$ cat config.mk
export PLATFORM = sky130hd
export DESIGN_NAME = mii_tx_nibble
export DESIGN_NICKNAME = d
export VERILOG_FILES = /design/src/logic/mii_tx_pkg.sv /design/src/logic/mii_tx_nibble.sv /design/src/logic/link_edge_sync.sv
export SDC_FILE = /design/constraint.sdc
export NUM_CORES = 1
export LEC_CHECK = 0
export BUFFER_PORTS_ARGS = -buffer_cell sky130_fd_sc_hd__buf_2
export CAP_MARGIN = 10
export CORE_UTILIZATION = 55
export CTS_CLUSTER_DIAMETER = 50
export DETAILED_ROUTE_END_ITERATION = 12
export GPL_ROUTABILITY_DRIVEN = 0
export PLACE_DENSITY = 0.78
export SLEW_MARGIN = 40
export SYNTH_ARGS = -nofsm -noshare
export SYNTH_HDL_FRONTEND = slang
export SYNTH_SLANG_ARGS = --single-unit
$ cat constraint.sdc
create_clock -name clk_i -period 1.7 [get_ports clk_i]
set_input_delay 0.255 -clock clk_i [delete_from_list [all_inputs] [get_ports clk_i]]
set_output_delay 0.255 -clock clk_i [all_outputs]
set_load 0.02 [all_outputs]
$ cat src/logic/mii_tx_pkg.sv
`default_nettype none
package mii_tx_pkg;

  // system clock period and link clock watchdog figures
  localparam int CLK_PERIOD_NS = 10;
  localparam int CLK_LOSS_NS = 1000;
  localparam int CLK_LOSS_CYC = CLK_LOSS_NS / CLK_PERIOD_NS;
  localparam int LOSS_CNT_W = 8;
  localparam logic [LOSS_CNT_W-1:0] LOSS_LIMIT = LOSS_CNT_W'(CLK_LOSS_CYC);
  localparam logic [LOSS_CNT_W-1:0] LOSS_ZERO = 8'h00;
  localparam logic [LOSS_CNT_W-1:0] LOSS_STEP = 8'h01;

  // nibble width and idle values of the pins
  localparam int NIB_W = 4;
  localparam logic [NIB_W-1:0] NIB_IDLE = 4'h0;
  localparam logic [NIB_W-1:0] SER_MASK = 4'h1;

  // transmit pins toward the transceiver
  typedef struct packed {
    logic en;
    logic [NIB_W-1:0] d;
  } mii_tx_t;

  // one nibble offered by the frame source
  typedef struct packed {
    logic last;
    logic [NIB_W-1:0] d;
  } nib_in_t;

  localparam mii_tx_t TX_IDLE = '{en: 1'b0, d: NIB_IDLE};

  // transmit sequencer states
  typedef enum logic [1:0] {
    ST_IDLE = 2'b01,
    ST_SEND = 2'b10
  } tx_state_t;

endpackage
`default_nettype wire

$ cat src/logic/mii_tx_nibble.sv
`timescale 1ns/10ps
`default_nettype none
module mii_tx_nibble
  import mii_tx_pkg::*;
(
  input wire logic clk_i,
  input wire logic srst_i,
  input wire logic ce_i,
  input wire logic tx_clk_i,
  input wire logic rx_clk_i,
  input wire logic serial_codec_mode_i,
  input wire logic nib_valid_i,
  input wire nib_in_t nib_i,
  output logic nib_taken_o,
  output mii_tx_t tx_o,
  output logic underrun_o,
  output logic tx_clk_lost_o,
  output logic rx_clk_lost_o
);

  logic tx_rise; // rising edge of the transmit clock seen
  logic rx_rise; // rising edge of the receive clock seen
  tx_state_t state_r; // sequencer state
  logic last_r; // nibble on the pins ends the frame
  logic mode_r; // serial codec mode held for the frame
  logic [LOSS_CNT_W-1:0] tx_cnt_r; // cycles since transmit edge
  logic [LOSS_CNT_W-1:0] rx_cnt_r; // cycles since receive edge
  logic [NIB_W-1:0] nib_mask; // lanes in use for this mode

  // transmit clock edge finder
  link_edge_sync u_tx_sync (
    .clk_i(clk_i),
    .srst_i(srst_i),
    .ce_i(ce_i),
    .async_i(tx_clk_i),
    .rise_o(tx_rise),
    .fall_o()
  );

  // receive clock edge finder, used only to watch it run
  link_edge_sync u_rx_sync (
    .clk_i(clk_i),
    .srst_i(srst_i),
    .ce_i(ce_i),
    .async_i(rx_clk_i),
    .rise_o(rx_rise),
    .fall_o()
  );

  // serial mode keeps only the lowest data lane
  always_comb
  begin
    nib_mask = serial_codec_mode_i ? SER_MASK : ~NIB_IDLE;
  end

  // transmit clock watchdog; a stalled clock aborts the frame
  always_ff @(posedge clk_i)
  begin
    if (srst_i)
    begin
      tx_cnt_r <= LOSS_ZERO;
      tx_clk_lost_o <= 1'b0;
    end
    else if (ce_i)
    begin
      if (tx_rise)
      begin
        tx_cnt_r <= LOSS_ZERO;
        tx_clk_lost_o <= 1'b0;
      end
      else if (tx_cnt_r != LOSS_LIMIT)
        tx_cnt_r <= tx_cnt_r + LOSS_STEP;
      else
        tx_clk_lost_o <= 1'b1;
    end
  end

  // receive clock watchdog, status only
  always_ff @(posedge clk_i)
  begin
    if (srst_i)
    begin
      rx_cnt_r <= LOSS_ZERO;
      rx_clk_lost_o <= 1'b0;
    end
    else if (ce_i)
    begin
      if (rx_rise)
      begin
        rx_cnt_r <= LOSS_ZERO;
        rx_clk_lost_o <= 1'b0;
      end
      else if (rx_cnt_r != LOSS_LIMIT)
        rx_cnt_r <= rx_cnt_r + LOSS_STEP;
      else
        rx_clk_lost_o <= 1'b1;
    end
  end

  // sequencer and pins: pin changes follow a transmit clock edge, or a lost transmit clock
  always_ff @(posedge clk_i)
  begin
    if (srst_i)
    begin
      state_r <= ST_IDLE;
      tx_o <= TX_IDLE;
      last_r <= 1'b0;
      mode_r <= 1'b0;
      underrun_o <= 1'b0;
      nib_taken_o <= 1'b0;
    end
    // enable low freezes the taken strobe too, so no pulse is lost
    else if (ce_i)
    begin
      nib_taken_o <= 1'b0; // strobe lasts one enabled cycle
      if (tx_clk_lost_o)
      begin
        // dead clock: quietly close any frame
        state_r <= ST_IDLE;
        tx_o <= TX_IDLE;
        last_r <= 1'b0;
      end
      else if (tx_rise)
      begin
        underrun_o <= 1'b0;
        unique case (state_r)
          ST_IDLE:
          begin
            // start with the first offered nibble
            // one idle period must pass after a frame
            if (nib_valid_i && !tx_o.en)
            begin
              state_r <= ST_SEND;
              tx_o.en <= 1'b1;
              tx_o.d <= nib_i.d & nib_mask;
              last_r <= nib_i.last;
              mode_r <= serial_codec_mode_i;
              nib_taken_o <= 1'b1;
            end
            else
              tx_o <= TX_IDLE;
          end
          ST_SEND:
          begin
            if (last_r)
            begin
              state_r <= ST_IDLE;
              tx_o <= TX_IDLE;
              last_r <= 1'b0;
            end
            else if (nib_valid_i)
            begin
              tx_o.en <= 1'b1;
              tx_o.d <= nib_i.d & (mode_r ? SER_MASK : ~NIB_IDLE);
              last_r <= nib_i.last;
              nib_taken_o <= 1'b1;
            end
            else
            begin
              // source ran dry mid frame: end it and report
              state_r <= ST_IDLE;
              tx_o <= TX_IDLE;
              underrun_o <= 1'b1;
            end
          end
        endcase
      end
    end
  end

  // enable moves only after a transmit edge or a lost transmit clock
  a_en_on_edge: assert property (@(posedge clk_i) disable iff (srst_i)
    $changed(tx_o.en) |-> $past(tx_rise) || $past(tx_clk_lost_o))
    else $error("enable changed without a transmit clock edge");

  // enable rises only from idle with a taken nibble
  a_en_rise_start: assert property (@(posedge clk_i) disable iff (srst_i)
    $rose(tx_o.en) |-> nib_taken_o && state_r == ST_SEND)
    else $error("enable rose without a frame start");

  // a final nibble is followed by enable low on the next edge
  a_last_drop: assert property (@(posedge clk_i) disable iff (srst_i)
    (ce_i && tx_rise && state_r == ST_SEND && last_r) |=>
    !tx_o.en && state_r == ST_IDLE)
    else $error("enable not dropped after final nibble");

  // each taken nibble is driven as given on the lanes its mode uses
  a_nib_driven: assert property (@(posedge clk_i) disable iff (srst_i)
    nib_taken_o |-> tx_o.en &&
    (tx_o.d == ($past(nib_i.d) & (mode_r ? SER_MASK : ~NIB_IDLE))))
    else $error("taken nibble not on the pins");

  // upper lanes stay low in serial codec mode
  a_ser_lanes: assert property (@(posedge clk_i) disable iff (srst_i)
    (tx_o.en && mode_r) |-> (tx_o.d & ~SER_MASK) == NIB_IDLE)
    else $error("upper lanes driven in serial mode");

  // enable high means the sequencer is mid frame
  a_en_in_frame: assert property (@(posedge clk_i) disable iff (srst_i)
    tx_o.en |-> state_r == ST_SEND)
    else $error("enable high outside a frame");

  a_reset_low: assert property (@(posedge clk_i)
    $past(srst_i) |-> !tx_o.en && tx_o.d == NIB_IDLE && !nib_taken_o)
    else $error("pins not low after reset");

  // frame with held pins stays fixed between edges
  a_hold_between: assert property (@(posedge clk_i) disable iff (srst_i)
    (!tx_rise && !tx_clk_lost_o) |=> $stable(tx_o))
    else $error("pins moved between transmit edges");

endmodule
`default_nettype wire

$ cat src/logic/link_edge_sync.sv
`timescale 1ns/10ps
`default_nettype none
module link_edge_sync
  import mii_tx_pkg::*;
(
  input wire logic clk_i,
  input wire logic srst_i,
  input wire logic ce_i,
  input wire logic async_i,
  output logic rise_o,
  output logic fall_o
);

  logic s1_r; // first stage, read only by s2_r
  logic s2_r; // second stage
  logic s3_r; // third stage
  logic st_r; // accepted level

  // three flop chain for the foreign clock
  always_ff @(posedge clk_i)
  begin
    if (srst_i)
    begin
      s1_r <= 1'b0;
      s2_r <= 1'b0;
      s3_r <= 1'b0;
    end
    else if (ce_i)
    begin
      s1_r <= async_i;
      s2_r <= s1_r;
      s3_r <= s2_r;
    end
  end

  // a change counts once stages two and three agree
  always_ff @(posedge clk_i)
  begin
    if (srst_i)
      st_r <= 1'b0;
    else if (ce_i && (s2_r == s3_r))
      st_r <= s3_r;
  end

  // edge strobes, one system cycle each
  always_comb
  begin
    rise_o = ce_i && (s2_r == s3_r) && s3_r && !st_r;
    fall_o = ce_i && (s2_r == s3_r) && !s3_r && st_r;
  end

endmodule
`default_nettype wire

# After elaboration in Yosys (flattened, before gate mapping)
# Cells that the tools add are included.
# op_classes
n_addsub	2
n_eq_ne	10
mux	37
bitwise	3
reduce_logical	22
# op_table
op	n
$mux 8	4
$mux 5	5
$mux 1	17
$add 8x1->8 const B	2
$ne 8x7->1 const B	2
$mux 2	5
$pmux 5 s2	1
$reduce_and 2->1	5
$and 4x4->4	2
$mux 4	2
$logic_and 1x1->1	7
$reduce_and 3->1	2
$reduce_bool 2->1	3
$reduce_and 5->1	1
$ne 2x2->1 const B	2
$ne 4x4->1 const B	1
$pmux 1 s2	2
$pmux 2 s2	1
$reduce_and 4->1	1
$logic_not 1->1	3
$ne 3x3->1 const B	1
$eq 1x1->1	2
$eq 2x1->1 const B	1
$eq 2x2->1 const B	1
$not 1->1	1
# totals
ff_bits	37
elab_cells	93

# Logic depth before layout (Yosys ltp)
# depth
word_depth	7
mapped_depth	6
mapped_depth_nobuf	6

# Cells and area by module
# Synthesis repeated with hierarchy kept, for this count alone.
# unflattened
cells_unflattened	212
area_unflattened_um2	1848.0
# modules_own_cells
module	instances	cells_per_inst	area_each_um2	seq_area_each_um2
mii_tx_nibble	1	176	1487.7	580.6
link_edge_sync	2	18	180.2	80.1

# Worst setup path after synthesis
# No wires, ideal clock.
# synth_path
path_kind	register to register
startpoint	reg tx_cnt_r[0]
endpoint	reg tx_cnt_r[0]
t_arrival_ps	1287
slack_ps	285
path_stages_with_launch	7
n_path_buf	0
path_cell_list	dfxtp_1 -> inv_1 -> ha_1 -> and3_1 -> a31oi_2 -> mux2i_1 -> nor2_1
# synth_via
elab_chain_len	3
word_cells_on_any_way	6
classes_between	add/sub: 1; eq/ne: 1; mux: 2; reduce/logical: 2
# synth_lines
element	line	rtl
start, declared	mii_tx_nibble.sv:26	logic [LOSS_CNT_W-1:0] tx_cnt_r;
start signal, assigned	mii_tx_nibble.sv:72	tx_cnt_r <= tx_cnt_r + LOSS_STEP;
$add 8x1->8 or $ne 8x7->1 (tied branches)	mii_tx_nibble.sv:72, mii_tx_nibble.sv:71	
$mux 8 or $reduce_bool 2->1 (tied branches)	--	
$mux 8 or $reduce_and 2->1 (tied branches)	--	
# Several ways; a longest one is shown, not always the timed one. The select of a mux whose other input is x is not followed.
# A chain may end at the register's enable or synchronous reset.

# Final worst setup path
# Ends and elaborated chain as after synthesis.

==> impl_metrics.env <==
export IMPL_status="finished, final reports clean"
export IMPL_cp_arrival_ns=1.80
export IMPL_synthMuxAreaShare_pct=6.90
export IMPL_yosys_area_share_adder_pct=2.87
export IMPL_synth_xor_area_share_pct=5.53
export IMPL_syn_area_per_cell_um2=9.52
export IMPL_fin_util_pct=64.5
export IMPL_core_region_area_um2=3030
export IMPL_endpoint_kind="register"
export IMPL_grt_pass1_vias=1231
export IMPL_clk_pin_slew_ns=0.11
export IMPL_post_cts_buffers=0
export IMPL_grt_max_degree=25
export IMPL_synth_edf_count=0
export IMPL_place_area_um2=1890
export IMPL_nets=224
export IMPL_synth_compound_area_share_pct=14.2
export IMPL_cts_sinks=37
export IMPL_maxCapViolations=0
export IMPL_peakVddDrop_uv=416
export IMPL_preCtsSetupSlack_ns=0.0671
export IMPL_drt_wl_total_um=3230
export IMPL_port_buffers=20
export IMPL_root_buffer="clkbuf_4"
export IMPL_antenna_found_initial=0
export IMPL_crit_slowest_cell="dfxtp_2"
export IMPL_nFillCells=251
export IMPL_synth_top_family_by_area="simple AND/OR/NAND/NOR gates"
export IMPL_crit_path_start_kind="register"
export IMPL_antenna_left=0
export IMPL_syn_nets=199
export IMPL_clock_latency_ns=0.35
export IMPL_hp_class="primary input to register"
export IMPL_worstPathMaxFanout=6
export IMPL_synthToLayoutAreaGrowth_pct=12.1
export IMPL_std_cell_rows=20
export IMPL_initial_utilization_pct=57.5
export IMPL_drc=0
export IMPL_powerDensity_nw_per_um2=746
export IMPL_dpl_hpwl_um=2370
export IMPL_fmax_mhz=638
export IMPL_slowest_delay_ns=0.40
export IMPL_finalHoldViolCount=0
export IMPL_min_period_ns=1.57
export IMPL_grt_pass1_wl_um=5260
export IMPL_first_iter_violations=51
export IMPL_synth_area_um2=1740
export IMPL_ctsHtreeMaxLevel=2
export IMPL_die_x_um=58.3
export IMPL_synth_ff_type="dfxtp_1"
export IMPL_vias_per_cell=5.44
export IMPL_synth_cell_type_count=48
export IMPL_die_area_um2=3400
export IMPL_diodes=0
export IMPL_cts_max_path_buffers=2
export IMPL_path_cells="inv_1 > ha_1 > and3_1 > a31oi_4 > mux2i_1 > nor2_1"
export IMPL_post_route_period_util_pct=92.1
export IMPL_rsz0062_at_grt="false"
export IMPL_leakage_uw=0.000830
export IMPL_criticalPathCategory="register to register"
export IMPL_setup_ws_ns=0.134
export IMPL_die_y_um=58.3
export IMPL_synthArstFlopShare_pct=0
export IMPL_worst_slew_pin_slew_ns=0.373
export IMPL_cts_inserted_buffers=5
export IMPL_skew_ns=0.00848
export IMPL_drive_gt1_share_pct=21.5
export IMPL_gr_total_overflow=0
export IMPL_required_ns=1.94
export IMPL_finalSetupViolCount=0
export IMPL_yosysWarnings=0
export IMPL_avgRoutedWirePerCell_um=12.8
export IMPL_drv_slew=0
export IMPL_grt_use_total_pct=20.8
export IMPL_vias=1376
export IMPL_ys_ff_latch=37
export IMPL_relSlewSlack_pct=75.0
export IMPL_synthSimpleGateAreaFrac_pct=25.1
export IMPL_ys_seq_area_share_pct=42.5
export IMPL_fin_area_um2=1950
export IMPL_dr_pass1_iters=4
export IMPL_cts_tree="yes"
export IMPL_io_pins=21
export IMPL_syn_instance_count=183
export IMPL_finalSetupTns_ns=0
[path summary, 6_finish.rpt]
check | to | slack, ns | cells past startpoint | startpoint
min | tx_o[1] | 0.11 | 2 | nib_i[1]
min reg2reg | tx_o[0] | 0.47 | 1 | tx_o[0]
max | tx_cnt_r[0] | 0.13 | 6 | tx_cnt_r[0]
max reg2reg | tx_cnt_r[0] | 0.13 | 6 | tx_cnt_r[0]
[cells in the mapped netlist (all sizes together) (2+ instances only)]
library cell / number / area share, %
a21oi: 7 / 2.0
a22o: 3 / 1.5
a31oi: 4 / 1.8
buf: 4 / 1.4
dfxtp: 37 / 43
ha: 4 / 2.9
inv: 6 / 1.3
mux2i: 12 / 6.9
nand2: 11 / 2.4
nand2b: 4 / 1.4
nand3: 3 / 0.86
nand3b: 2 / 0.86
nand4: 6 / 2.2
nand4b: 2 / 2.2
nor2: 31 / 7.0
nor2b: 3 / 1.1
nor3: 3 / 0.86
o21ai: 8 / 2.9
or3: 2 / 0.72
or3b: 2 / 1.1
xnor2: 4 / 2.0
xor2: 7 / 3.5
[cell type report]
cell class                      count  area (µm²)  share of cell area [%]
Sequential cell                    37         742                    38.0
Inverter                            6        22.5                    1.15
Timing Repair Buffer               23         123                    6.28
Clock buffer                        6        41.3                    2.11
Clock inverter                      2        10.0                   0.512
Multi-Input combinational cell    135         960                    49.1
Tap cell                           44        55.1                    2.82
[flip-flops by register name, summed over array words and instances, names as in the netlist, 2 cells and up]
name,cells
rx_cnt_r,8
tx_cnt_r,8
tx_o,5
state_r,2
[logic make-up after synthesis]
kind of cell / count (synthesis)
buffers and inverters: 11
AOI/OAI and AO/OA: 32
muxes: 12
and+or+nand+nor: 76
xor gates and xnor gates: 11
adders and majority gates: 4
DFF: 37
[report_power, final]
group,internal (µW),switching (µW)
Sequential,882,15.9
Clock,157,287
Combinational,49.4,65.9
Total,1090,369
[routing by layer]
metal	GRT usage [%]	share of wire, %	vias to the layer above
li1	-	-	696
met1	23.9	46	636
met2	34.8	47	36
met3	7.37	5.2	8
met4	8.84	2.0	0
met5	0	0	-
[critical path: cells and delay by family, from the launching register on]
kind / cells / cell delay (ns)
AO/OA/AOI/OAI: 1 / 0.25
adder cells (fa/ha/maj): 1 / 0.18
buffers and inverters: 1 / 0.06
flip-flops: 1 / 0.40
multiplexers: 1 / 0.27
AND/OR/NAND/NOR: 2 / 0.30
[metrics by stage]
step                      std cells  hold slack [ns]  power, µW
after floorplan                 183            0.388        993
after global placement          245            0.444       1020
after detailed placement        245            0.445       1030
after CTS                       253            0.106       1480
after global routing            253            0.104       1530
final                           253            0.113       1460
[cells in the final DEF (no fill, tap or decap), types with 6 or more instances in the layout]
cell and count:
nand2_1 11, buf_2 20, o21ai_0 7, xor2_1 7, dfxtp_1 36, mux2i_1 12
nor2_1 29, a21oi_1 7, nand4_1 6
[timing repair]
| item | 4_1_cts | 5_1_grt |
|---|---|---|
| gates resized for setup | 0 | 2 |
| hold buffers | 0 | 0 |
| endpoints found under the setup margin | 0 | 1 |
Note: power is estimated with default switching activity, not from simulation.
